File: src/design/sense_trim_pkg.sv
// Constants, bus carriers and state codes for the sense gain trim block.
// Assumes a single system clock and an AXI4-Lite master with 32-bit data.
`default_nettype none

package sense_trim_pkg;

  ////////////////////////////////////////////////////////////////////////////
  // Register indices; byte address is four times the index
  localparam logic [7:0] IDX_VALUE_A = 8'h15;
  localparam logic [7:0] IDX_VALUE_B = 8'h16;
  localparam logic [7:0] IDX_VALUE_C = 8'h17;
  localparam logic [7:0] IDX_TRIM_A  = 8'h38;
  localparam logic [7:0] IDX_TRIM_B  = 8'h39;
  localparam logic [7:0] IDX_TRIM_C  = 8'h3a;
  localparam logic [7:0] IDX_LLCFG   = 8'h3b;

  ////////////////////////////////////////////////////////////////////////////
  // Fields and reset values
  localparam int         TRIM_POL_BIT = 7;
  localparam int         TRIM_MAG_MSB = 6;
  localparam logic [7:0] TRIM_RESET   = 8'h00;
  localparam logic [7:0] LLCFG_RESET  = 8'h00;
  localparam int         ADC_W_DEF    = 12;
  localparam int         SHIFT_DEF    = 10;
  // Reading that software aims for with 1 V on a sense pin
  localparam logic [11:0] CAL_TARGET  = 12'ha53;

  ////////////////////////////////////////////////////////////////////////////
  // Bus
  localparam int         ADDR_W      = 12;
  localparam logic [1:0] RESP_OKAY   = 2'h0;
  localparam logic [1:0] RESP_SLVERR = 2'h2;

  typedef struct packed {
    logic              awvalid;
    logic [ADDR_W-1:0] awaddr;
    logic              wvalid;
    logic [31:0]       wdata;
    logic [3:0]        wstrb;
    logic              bready;
    logic              arvalid;
    logic [ADDR_W-1:0] araddr;
    logic              rready;
  } axi_lite_req_t;

  typedef struct packed {
    logic        awready;
    logic        wready;
    logic        bvalid;
    logic [1:0]  bresp;
    logic        arready;
    logic        rvalid;
    logic [31:0] rdata;
    logic [1:0]  rresp;
  } axi_lite_rsp_t;

  typedef enum logic [1:0] {WR_IDLE = 2'h1, WR_RESP = 2'h2} wr_state_t;
  typedef enum logic [1:0] {RD_IDLE = 2'h1, RD_DATA = 2'h2} rd_state_t;

endpackage

`default_nettype wire

File: src/design/sense_adc_gain_trim.sv
// Gain trim of three voltage-sense readings, with an AXI4-Lite register slave.
// Assumes raw ADC codes and their valid strobes are synchronous to clk_i.
//
// Operation
// - Trim bit 7 set gives negative correction, clear gives positive correction.
// - Channel a reading is scaled by a correction sized by its trim bits 6..0.
// - Channel b reading is scaled by a correction sized by its trim bits 6..0.
// - Channel c reading is scaled by a correction sized by its trim bits 6..0.
`default_nettype none

module sense_adc_gain_trim
  import sense_trim_pkg::*;
#(
  parameter int ADC_W      = ADC_W_DEF,
  parameter int TRIM_SHIFT = SHIFT_DEF
)
(
  input  wire logic                   clk_i,
  input  wire logic                   reset_i,
  input  wire axi_lite_req_t          req_i,
  output var  axi_lite_rsp_t          rsp_o,
  input  wire logic [2:0][ADC_W-1:0]  sense_raw_i,
  input  wire logic [2:0]             sample_valid_i,
  output var  logic [2:0][ADC_W-1:0]  sense_value_o,
  output var  logic [2:0]             value_update_o
);

  ////////////////////////////////////////////////////////////////////////////
  // Elaboration checks
  // A shift of seven or more keeps the correction below the raw code,
  // so the negative path never wraps and only the positive path saturates.
  if (ADC_W < 8 || ADC_W > 24)
  begin : g_bad_width
    $error("ADC_W must lie between 8 and 24");
  end
  if (TRIM_SHIFT < 7 || TRIM_SHIFT > 16)
  begin : g_bad_shift
    $error("TRIM_SHIFT must lie between 7 and 16");
  end

  ////////////////////////////////////////////////////////////////////////////
  // State
  typedef struct packed {
    logic [2:0][7:0]       trim;
    logic [7:0]            llcfg;
    logic [2:0][ADC_W-1:0] value;
    logic [2:0]            fresh;
    wr_state_t             wr;
    logic [1:0]            bresp;
    rd_state_t             rd;
    logic [31:0]           rdata;
    logic [1:0]            rresp;
  } state_t;

  state_t            s;
  state_t            next_s;
  logic              aw_take;
  logic              ar_take;
  logic [7:0]        wr_idx;
  logic [7:0]        rd_idx;

  ////////////////////////////////////////////////////////////////////////////
  // Functions
  function automatic logic [ADC_W-1:0] trim_apply(input logic [ADC_W-1:0] raw,
                                                   input logic [7:0]       trim);
    logic [ADC_W+6:0] prod;
    logic [ADC_W-1:0] corr;
    logic [ADC_W:0]   sum;
    prod = (ADC_W+7)'(raw) * (ADC_W+7)'(trim[TRIM_MAG_MSB:0]);
    corr = ADC_W'(prod >> TRIM_SHIFT);
    sum  = {1'b0, raw} + {1'b0, corr};
    if (trim[TRIM_POL_BIT])
      trim_apply = raw - corr;
    else if (sum[ADC_W])
      trim_apply = '1;
    else
      trim_apply = sum[ADC_W-1:0];
  endfunction

  // Address bits above the index must be zero, else the access is unmapped
  function automatic logic [7:0] word_index(input logic [ADDR_W-1:0] addr);
    if (addr[ADDR_W-1:10] != '0)
      word_index = 8'hff;
    else
      word_index = addr[9:2];
  endfunction

  function automatic logic is_writable(input logic [7:0] idx);
    is_writable = (idx == IDX_TRIM_A) || (idx == IDX_TRIM_B) ||
                  (idx == IDX_TRIM_C) || (idx == IDX_LLCFG);
  endfunction

  ////////////////////////////////////////////////////////////////////////////
  // Handshakes
  // Address and data are taken together; the master offers both at once.
  assign wr_idx  = word_index(req_i.awaddr);
  assign rd_idx  = word_index(req_i.araddr);
  assign aw_take = (s.wr == WR_IDLE) && req_i.awvalid && req_i.wvalid;
  assign ar_take = (s.rd == RD_IDLE) && req_i.arvalid;

  always_comb
  begin
    rsp_o.awready  = aw_take;
    rsp_o.wready   = aw_take;
    rsp_o.bvalid   = (s.wr == WR_RESP);
    rsp_o.bresp    = s.bresp;
    rsp_o.arready  = (s.rd == RD_IDLE);
    rsp_o.rvalid   = (s.rd == RD_DATA);
    rsp_o.rdata    = s.rdata;
    rsp_o.rresp    = s.rresp;
    sense_value_o  = s.value;
    value_update_o = s.fresh;
  end

  ////////////////////////////////////////////////////////////////////////////
  // Next state
  always_comb
  begin
    next_s       = s;
    next_s.fresh = 3'h0;
    for (int i = 0; i < 3; i++)
    begin
      if (sample_valid_i[i])
      begin
        next_s.value[i] = trim_apply(sense_raw_i[i], s.trim[i]);
        next_s.fresh[i] = 1'b1;
      end
    end

    case (s.wr)
      WR_IDLE:
      begin
        if (aw_take)
        begin
          next_s.wr    = WR_RESP;
          next_s.bresp = is_writable(wr_idx) ? RESP_OKAY : RESP_SLVERR;
          if (req_i.wstrb[0])
          begin
            case (wr_idx)
              IDX_TRIM_A: next_s.trim[0] = req_i.wdata[7:0];
              IDX_TRIM_B: next_s.trim[1] = req_i.wdata[7:0];
              IDX_TRIM_C: next_s.trim[2] = req_i.wdata[7:0];
              IDX_LLCFG:  next_s.llcfg   = req_i.wdata[7:0];
              default:    next_s.llcfg   = s.llcfg;
            endcase
          end
        end
      end
      WR_RESP:
      begin
        if (req_i.bready)
          next_s.wr = WR_IDLE;
      end
      default:
      begin
        next_s.wr = WR_IDLE;
      end
    endcase

    case (s.rd)
      RD_IDLE:
      begin
        if (ar_take)
        begin
          next_s.rd    = RD_DATA;
          next_s.rresp = RESP_OKAY;
          // Value registers show the trimmed reading software calibrates against
          case (rd_idx)
            IDX_VALUE_A: next_s.rdata = 32'(s.value[0]);
            IDX_VALUE_B: next_s.rdata = 32'(s.value[1]);
            IDX_VALUE_C: next_s.rdata = 32'(s.value[2]);
            IDX_TRIM_A:  next_s.rdata = 32'(s.trim[0]);
            IDX_TRIM_B:  next_s.rdata = 32'(s.trim[1]);
            IDX_TRIM_C:  next_s.rdata = 32'(s.trim[2]);
            IDX_LLCFG:   next_s.rdata = 32'(s.llcfg);
            default:
            begin
              next_s.rdata = 32'h0000_0000;
              next_s.rresp = RESP_SLVERR;
            end
          endcase
        end
      end
      RD_DATA:
      begin
        if (req_i.rready)
          next_s.rd = RD_IDLE;
      end
      default:
      begin
        next_s.rd = RD_IDLE;
      end
    endcase
  end

  ////////////////////////////////////////////////////////////////////////////
  // Registers
  always_ff @(posedge clk_i)
  begin
    if (reset_i)
    begin
      s       <= '0;
      s.trim  <= {3{TRIM_RESET}};
      s.llcfg <= LLCFG_RESET;
      s.wr    <= WR_IDLE;
      s.rd    <= RD_IDLE;
    end
    else
    begin
      s <= next_s;
    end
  end
endmodule

`default_nettype wire

File: config.mk
export PLATFORM = sky130hd
export DESIGN_NAME = sense_adc_gain_trim
export DESIGN_NICKNAME = d
export VERILOG_FILES = /design/src/design/sense_trim_pkg.sv /design/src/design/sense_adc_gain_trim.sv
export SDC_FILE = /design/constraint.sdc
export NUM_CORES = 1
export LEC_CHECK = 0
export ABC_AREA = 1
export CAP_MARGIN = 25
export CORE_ASPECT_RATIO = 0.7
export CORE_MARGIN = 5
export CORE_UTILIZATION = 30
export DETAILED_ROUTE_END_ITERATION = 6
export DONT_BUFFER_PORTS = 1
export GPL_TIMING_DRIVEN = 0
export PLACE_DENSITY = 0.41
export SYNTH_ARGS = -nofsm -noshare
export SYNTH_HDL_FRONTEND = slang
export SYNTH_SLANG_ARGS = --single-unit
File: constraint.sdc
create_clock -name clk_i -period 5.18 [get_ports clk_i]
set_clock_uncertainty 0.1 [all_clocks]
set_input_delay 0.259 -clock clk_i [delete_from_list [all_inputs] [get_ports clk_i]]
set_output_delay 0.259 -clock clk_i [all_outputs]
set_load 0.03 [all_outputs]
# == Word-level counts from Yosys, hierarchy flattened ==
# Index checks and enable logic that the tools add are counted.
# word_totals
reg_bits,111
out_inout_bits,80
input_bits,106
wordCells,78
# classes
n_eq_ne,19
reduce_logical,17
n_mul,3
mux,20
add_sub_neg,6
# op_table
op,count
case mux 12 bit (7 select lines),1
two-way mux 12 bit,6
== test 8 x 6 -> 1 bit (second input constant),8
multiplier 12 x 7 -> 19 bit,3
adder 12 x 9 -> 13 bit,3
two-way mux 36 bit,1
subtractor 12 x 9 -> 12 bit,3
== test 8 x 5 -> 1 bit (second input constant),3
two-way mux 8 bit,2
AND reduction 4 bit,4
two-way mux 2 bit,4
case mux 2 bit (2 select lines),2
AND reduction 2 bit,4
OR reduction 7 bit,1
!= test 2 bit (second input constant),3
== test 2 x 1 -> 1 bit (second input constant),2
== test 2 bit (second input constant),2
two-way mux 4 bit,1
nonzero test 2 bit,2
logical AND 1 bit,3
logical OR 1 bit,3
two-way mux 1 bit,3
!= test 2 x 1 -> 1 bit (second input constant),1

# == Depth between registers and ports, before layout ==
# Gate-level depths: netlist of the first run.
# depth
depth_word,9
depth_mapped,36
mapped_depth_nobuf,34

# == Worst setup path before layout of the first run ==
# No wires, ideal clock.
# synth_timing
kind,in2reg
from,in sense_raw_i[9] (netlist bit)
to,"reg s, in the netlist sense_value_o[4]"
required_time_ps,4965
setup_slack_ps,-459
setup_ps,115
path_stages,28
arrival_time_ps,5423
path_buffers,3
cell_sequence,clkbuf_1 -> clkbuf_1 -> nand2_1 -> fa_1 -> fa_1 -> inv_1 -> fa_1 -> inv_1 -> fa_1 -> inv_1 -> ha_1 -> a21oi_1 -> o21a_1 -> nor2_1 -> a211oi_1 -> nand2_1 -> nand2_1 -> nand2_1 -> ha_1 -> buf_2 -> nand2_1 -> inv_1 -> a22oi_1 -> nand3_1 -> a21oi_4 -> inv_2 -> o21ai_0 -> inv_1
# synth_between
elab_chain_len,4
word_cells_on_any_way,5
classes_between,add/sub (2); mul (1); mux (2)
# synth_lines
element,line_no,source
start: declaration,sense_adc_gain_trim.sv:22,"input wire logic [2:0][ADC_W-1:0] sense_raw_i,"
multiplier 12 x 7 -> 19 bit,sense_adc_gain_trim.sv:69,prod = (ADC_W+7)'(raw) * (ADC_W+7)'(trim[TRIM_MAG_MSB:0]);
adder 12 x 9 -> 13 bit,sense_adc_gain_trim.sv:71,"sum = {1'b0, raw} + {1'b0, corr};"
two-way mux 12 bit,sense_adc_gain_trim.sv:74,else if (sum[ADC_W])
two-way mux 12 bit *,sense_adc_gain_trim.sv:72,if (trim[TRIM_POL_BIT])
end signal: assignment,sense_adc_gain_trim.sv:210,s <= next_s;
end: declaration,sense_adc_gain_trim.sv:55,state_t s;
# Every way passes the cells marked *; elsewhere a longest branch is shown, timed or not.
# A chain may end at the register's enable or synchronous reset.

# == Final worst setup path of the first run ==
# layout_timing
from,reg s[101] (netlist bit)
to,"reg s, in the netlist sense_value_o[15]"
# layout_between
elab_chain_len,4
word_cells_on_any_way,5
classes_between,add/sub (2); mul (1); mux (2)
# layout_lines
element,line_no
multiplier 12 x 7 -> 19 bit *,sense_adc_gain_trim.sv:69
adder 12 x 9 -> 13 bit,sense_adc_gain_trim.sv:71
two-way mux 12 bit,sense_adc_gain_trim.sv:74
two-way mux 12 bit *,sense_adc_gain_trim.sv:72
# Marks and branches as above.

==> flow_summary.toml, run 1 <==
[cells_and_area]
design_area_sq_mm = 0.0207
number_of_antenna_cells_inserted = 0
syn2layout_area_growth_pct = 27.7
design.final.nets = 3106
final_layout_size_suffix_gt1_frac = 0.230
final_cells = 3426

[floorplan]
core_area_sq_mm = 0.0536
fp-row-count = 71
die_w_um = 288
die-height_um = 204
initial_core_util = 0.303
design.die.area_sq_mm = 0.0588
boundaryPins = 186

[yosys]
post_synth_top_flop = "dfxtp_1"
dominant_cells_by_area_after_synthesis = "fa_1 19%, nand2_1 16%, inv_1 13%"
area_fraction_in_compound_gates_after_synthesis = 0.0991
synth.yosys.warnings = 0
yosys.cell_types.count = 46
synthTopCellsByCount = "709 x nand2_1, 555 x inv_1, 175 x nand3_1, 159 x ha_1, 150 x fa_1"
synth-seq-area-share = 0.110
share_of_synthesized_cell_area_in_and_or_nand_and_nor_gates = 0.282
synth_top_cell_by_area = "fa_1"
synthMostInstantiatedCell = "nand2_1"
syn_area_per_cell_sq_um = 6.39
yosys.area.top_type_share = 0.185
ys_async_sr_fraction = 0
yosys.area_share.xor_xnor = 0.0157
synthMuxAreaShare = 0
largest_family_of_logic_cells_by_synthesized_area = "adder cells"
synth-edff-count = 0
postSynthCellCount = 2536
postSynthRegisterBits = 89
yosys.area_share.adder = 0.308
synth_area_sq_mm = 0.0162

[job]
max-cap-violations = 0

[worst_setup_path]
cp_max_fo = 6
crit_path_max_incr_delay_ns = 0.52
crit_required_ns = 5.36
critical_path.n_buffers_inverters = 9
type_of_the_worst_setup_path = "reg -> reg"
critPathMostFrequentCell = "nand2_2"
worst_setup_path_end_kind = "flop"
critical-path-top-delay-family = "adder cells"
worst_ep_arrival_time_ns = 5.76
worstSetupStartpointType = "flop"
cpMaxStageDelayCell = "fa_1"

[detailed_routing]
postRouteWirelength_mm = 59.1
via_per_inst = 4.66
drc_errors = 0
antenna_violating_nets_post_route = 0
detail_route.first_pass.iterations = 5
routedWlPerCell_um = 17.2
number_of_vias_after_detailed_routing = 16000
drt-initial-drc-count = 977

[timing]
final.period_utilization = 1.08
timing_worst_slew_pin_value_ns = 1.09
max_clock_freq_mhz = 179
layout_setup_ws_ns = -0.407
drv_slew = 0
fin_crit_ns = 5.59
setup_viol_count_final = 36
grt_setup_unrepaired = "true"
hold_viol_final = 0
slew_headroom = 0.274
fin_worst_hold_slack_ns = 0.0287

[hold_path]
worst_hold_check_path_type = "in -> reg"

[pwr]
power_per_cell_area_mw_per_mm2 = 92.6
power.static_leakage_uw = 0.0116
ir_drop_mv = 0.155

[grt]
grt_pass1_vias = 15900
antenna_found_initial = 0
grt_util_all_layers = 0.199
grt_first_pass_wirelength_mm = 91.2
pin_count_of_the_biggest_net_entering_global_routing = 16
grt_overflow = 0

[cts]
cts_max_path_buffers = 2
htree_num_levels = 3
clk_pin_slew_ns = 0.07
cts.sink_count = 89
clock_insertion_delay_worst_skew_ns = 0.38
tritoncts.num_buffers = 9
cts_tree = "built"
clk_root_buffer_cell = "clkbuf_16"

[placed_design]
dpl.cell_count = 3287
place_hpwl_mm = 46.6
routabilityCongestion = 0.887
post-place-ws_ns = -1.06
placed_area_sq_mm = 0.0174
numPortBuffers = 0

[run_status]
outcome = "finished with violations"
violations = "setup timing"
==> kinds of logic (layout without fill, tap and decap cells) <==
group,after synthesis,in the layout
AOI/OAI and AO/OA,298,298
and+or+nand+nor,1099,1099
other,1,22
adders and majority gates,309,309
xor gates and xnor gates,29,29
DFF,89,89
buffers and inverters,711,850
==> report_power, final <==
part / total, uW / switching (uW) / internal [uW] / leakage [uW]
Combinational: 466 / 306 / 159 / 0.0107
Sequential: 740 / 40.9 / 699 / 0.000743
Clock: 710 / 322 / 388 / 0.000141
==> worst register-to-register path: cells and delay by family (launching register included) <==
family                     cells  cell delay, ns
AOI/OAI and AO/OA              4            0.74
DFF                            1            0.37
and+or+nand+nor               13            1.05
buffers and inverters          9            0.70
adders and majority gates      6            2.52
==> final cells by class <==
| class | instances | area, sq um |
|---|---|---|
| Buffer | 142 | 1210 |
| Clock buffer | 10 | 239 |
| Clock inverter | 6 | 66.3 |
| Fill cell | 5715 | 32900 |
| Inverter | 558 | 2100 |
| Multi-Input combinational cell | 1757 | 13200 |
| Sequential cell | 89 | 1850 |
| Tap cell | 730 | 913 |
| Timing Repair Buffer | 133 | 1140 |
| Timing Repair inverter | 1 | 7.51 |
==> cells in the final DEF, fill, tap and decap left out, types with 25 or more instances in the layout <==
| cell type | instances |
|---|---|
| fa_1 | 142 |
| ha_1 | 115 |
| ha_4 | 34 |
| nand2_2 | 73 |
| buf_4 | 174 |
| a21oi_2 | 50 |
| nand3_1 | 138 |
| nor2_1 | 125 |
| o21ai_1 | 29 |
| o21ai_0 | 78 |
| nand2_1 | 612 |
| nand4_1 | 25 |
| inv_2 | 33 |
| nand3_2 | 35 |
| inv_1 | 522 |
| dfxtp_1 | 71 |
| a21oi_1 | 91 |
==> registers in the layout, summed over array words and instances (netlist names) <==
signal,cells
rsp_o,14
s,36
sense_value_o,36
value_update_o,3
==> what timing repair did <==
item / in CTS / in global routing
endpoints found under the setup margin: 36 / 36
cloned: 3 / 0
endpoints found under the hold margin: 45 / 0
pin swaps: 143 / 120
hold buffers: 21 / 0
gates resized for setup: 338 / 190
setup buffers: 91 / 19
==> final timing paths <==
check / depth (start not counted) / end / start / slack [ns]
setup / recovery: 32 / sense_value_o[15] / s[101] / -0.41
hold / removal: 3 / s[38] / req_i[64] / 0.03
setup reg to reg: 32 / sense_value_o[15] / s[101] / -0.41
hold reg to reg: 2 / rsp_o[6] / rsp_o[6] / 0.37
==> per-stage QoR <==
stage,setup TNS [ns],power [uW],utilization
after floorplan,-0.0118,1030,-
final,-8.36,1920,0.386
after global placement,-31.14,1140,0.324
after CTS,-8.63,1900,0.371
after detailed placement,-31.62,1140,0.324
after global routing,-18.03,2000,0.386
==> layer usage <==
metal | part of all wire | up-vias | track usage
li1 | - | 7951 | -
met5 | 0 | - | 0
met4 | 0.012 | 0 | 0.0289
met2 | 0.41 | 320 | 0.296
met3 | 0.061 | 35 | 0.0418
met1 | 0.51 | 7644 | 0.302
(Power assumes the default switching activity.)
==> inputs of run 2 (changes only) <==
--- a/config.mk
+++ b/config.mk
@@ -5,7 +5,6 @@
 export SDC_FILE = /design/constraint.sdc
 export NUM_CORES = 1
 export LEC_CHECK = 0
-export ABC_AREA = 1
 export CAP_MARGIN = 25
 export CORE_ASPECT_RATIO = 0.7
 export CORE_MARGIN = 5
==> flow_summary.toml, run 2 <==
[timing]
hold_viol_final = 0
final.period_utilization = 1.17
drv_slew = 0
slew_headroom = 0.382
layout_setup_ws_ns = -0.867
fin_crit_ns = 6.05
timing_worst_slew_pin_value_ns = 0.926
setup_viol_count_final = 36
max_clock_freq_mhz = 165
grt_setup_unrepaired = "true"

[pwr]
cell_internal_pwr_uw = 1250
netSwitchingPower_uw = 583
power.share.clock = 0.365
ir_drop_mv = 0.154
power.static_leakage_uw = 0.00845
netSwitchingFraction = 0.318
power_per_cell_area_mw_per_mm2 = 102
power.sequential.fraction = 0.398
comb_power_share = 0.237

[yosys]
synthMostInstantiatedCell = "inv_1"
ys_async_sr_fraction = 0
dominant_cells_by_area_after_synthesis = "fa_1 21%, ha_1 14%, dfxtp_1 13%"
yosys.cell_types.count = 76
synthTopCellsByCount = "207 x inv_1, 171 x and2_1, 159 x ha_1, 150 x fa_1, 132 x nor2_1"
postSynthCellCount = 1662
post_synth_top_flop = "dfxtp_1"
syn_area_per_cell_sq_um = 8.46
synth_area_sq_mm = 0.0141
synth.yosys.warnings = 0
synth-edff-count = 0
synth_top_cell_by_area = "fa_1"
synth-seq-area-share = 0.127
postSynthRegisterBits = 89
yosys.area.top_type_share = 0.214

[worst_setup_path]
timing.rr.end = "sense_value_o[23]"
cp_max_fo = 7
critical_path.n_buffers_inverters = 3
r2r.worst_path.cells = 23
crit-reg2reg-launch = "s[96]"
critPathMostFrequentCell = "fa_1"
cp_cell_sequence = "clkbuf_16 -> and2_4 -> fa_1 -> inv_2 -> fa_1 -> inv_1 -> fa_1 -> fa_1 -> ha_2 -> a2111oi_4 -> o21ai_2 -> a41o_1 -> a21o_4 -> a211o_1 -> a21oi_2 -> xnor2_1 -> ha_1 -> nand2_4 -> or3_4 -> o31ai_4 -> a22oi_2 -> xor2_1 -> a211oi_1"
critical-path-top-delay-family = "adder cells"
type_of_the_worst_setup_path = "reg -> reg"
worst_setup_path_end_kind = "flop"
crit_path_max_incr_delay_ns = 0.55
cpMaxStageDelayCell = "fa_1"
crit_required_ns = 5.35
worst_ep_arrival_time_ns = 6.21
ff2ff_setup_slack_ns = -0.87
worstSetupStartpointType = "flop"

[cts]
cts.sink_count = 89
cts_tree = "built"
htree_num_levels = 3
clk_root_buffer_cell = "clkbuf_16"
clock_insertion_delay_worst_skew_ns = 0.35
cts_max_path_buffers = 2
clk_pin_slew_ns = 0.07
tritoncts.num_buffers = 9

[detailed_routing]
via_per_inst = 4.89
routedWlPerCell_um = 19.3
drt-initial-drc-count = 691
detail_route.first_pass.iterations = 5
drc_errors = 0
antenna_violating_nets_post_route = 0
number_of_vias_after_detailed_routing = 11800
postRouteWirelength_mm = 46.7

[hold_path]
min_delay_path_depth = 2
min_from = "sample_valid_i[1]"
worst_hold_path.endpoint = "sense_value_o[13]"
worst_hold_check_path_type = "in -> reg"

[placed_design]
placed_area_sq_mm = 0.0154
post-place-ws_ns = -1.28
numPortBuffers = 0
routabilityCongestion = 0.847
place_hpwl_mm = 36.9

[floorplan]
initial_core_util = 0.303
boundaryPins = 186
die-height_um = 191
design.die.area_sq_mm = 0.0514
fp-row-count = 66
core_area_sq_mm = 0.0464
die_w_um = 269

[grt]
pin_count_of_the_biggest_net_entering_global_routing = 14
antenna_found_initial = 2
grt_pass1_vias = 12000
grt_first_pass_wirelength_mm = 71.2
grt_util_all_layers = 0.178
grt_overflow = 0

[cells_and_area]
most_used_cells_in_the_layout_excluding_fill_and_tap_cells = "192 x inv_1, 163 x buf_4, 153 x and2_1"
final_layout_size_suffix_gt1_frac = 0.277
number_of_antenna_cells_inserted = 0
most_common_cell_after_layout_fill_and_taps_aside = "inv_1"
design.final.nets = 2211
design_area_sq_mm = 0.0181
syn2layout_area_growth_pct = 28.5

[run_status]
outcome = "finished with violations"
violations = "setup timing"

[job]
max-cap-violations = 0
[run 2: routing by layer]
| metal | up-vias | share of wire | GRT usage |
|---|---|---|---|
| met4 | 0 | 0.0086 | 0.0208 |
| met1 | 5904 | 0.53 | 0.281 |
| met2 | 220 | 0.42 | 0.260 |
| met5 | - | 0 | 0 |
| li1 | 5644 | - | - |
| met3 | 20 | 0.047 | 0.0311 |
[run 2: how the worst max path moves through the flow]
stage | startpoint | to | slack, ns | cells past startpoint
after floorplan | s[96] | sense_value_o[23] | -0.53 | 24
after global placement | s[108] | sense_value_o[35] | -1.24 | 25
after detailed placement | s[108] | sense_value_o[35] | -1.28 | 24
after CTS | s[96] | sense_value_o[23] | -0.93 | 24
after global routing | s[90] | sense_value_o[11] | -1.12 | 23
final | s[96] | sense_value_o[23] | -0.87 | 23
[run 2: cell families (layout without fill, tap and decap cells)]
logic type / after synthesis / after routing / synth area share
AOI/OAI and AO/OA: 273 / 273 / 0.138
xor gates and xnor gates: 63 / 63 / 0.0392
adders and majority gates: 309 / 309 / 0.355
buffers and inverters: 355 / 473 / 0.117
DFF: 89 / 89 / 0.127
muxes: 43 / 43 / 0.0306
other: 1 / 22 / 0.000267
and+or+nand+nor: 529 / 529 / 0.194
[run 2: timing repair]
item,4_1_cts,5_1_grt
hold buffers,11,0
endpoints found under the setup margin,36,36
gates resized for setup,170,158
pin swaps,84,144
endpoints found under the hold margin,34,0
setup buffers,57,37
gates cloned,3,0
[run 2: power groups by stage]
| stage | clock network [uW] | registers (uW) | logic, uW |
|---|---|---|---|
| 4_1_cts | 684 | 734 | 398 |
| 6_report | 670 | 731 | 435 |
| 3_3_place_gp | 0 | 756 | 343 |
| 3_5_place_dp | 0 | 755 | 344 |
| 2_1_floorplan | 0 | 736 | 277 |
| 5_1_grt | 712 | 733 | 465 |
[run 2: layout make-up]
class / instances / area (sq um)
Buffer: 142 / 1180
Tap cell: 612 / 766
Fill cell: 4755 / 28300
Inverter: 208 / 781
Sequential cell: 89 / 1850
Clock inverter: 3 / 40.0
Timing Repair Buffer: 107 / 880
Clock buffer: 13 / 250
Multi-Input combinational cell: 1239 / 12300
[run 2: metrics by stage]
stage	utilization	hold WS, ns	setup TNS, ns	total power [uW]	cells
final	0.389	0.0182	-25.08	1840	2413
after global routing	0.389	0.0105	-33.05	1910	2413
after CTS	0.368	0.000790	-27.52	1820	2379
after detailed placement	0.333	0.316	-40.67	1100	2295
after global placement	0.333	0.310	-39.09	1100	2295
after floorplan	-	0.303	-10.67	1010	1683
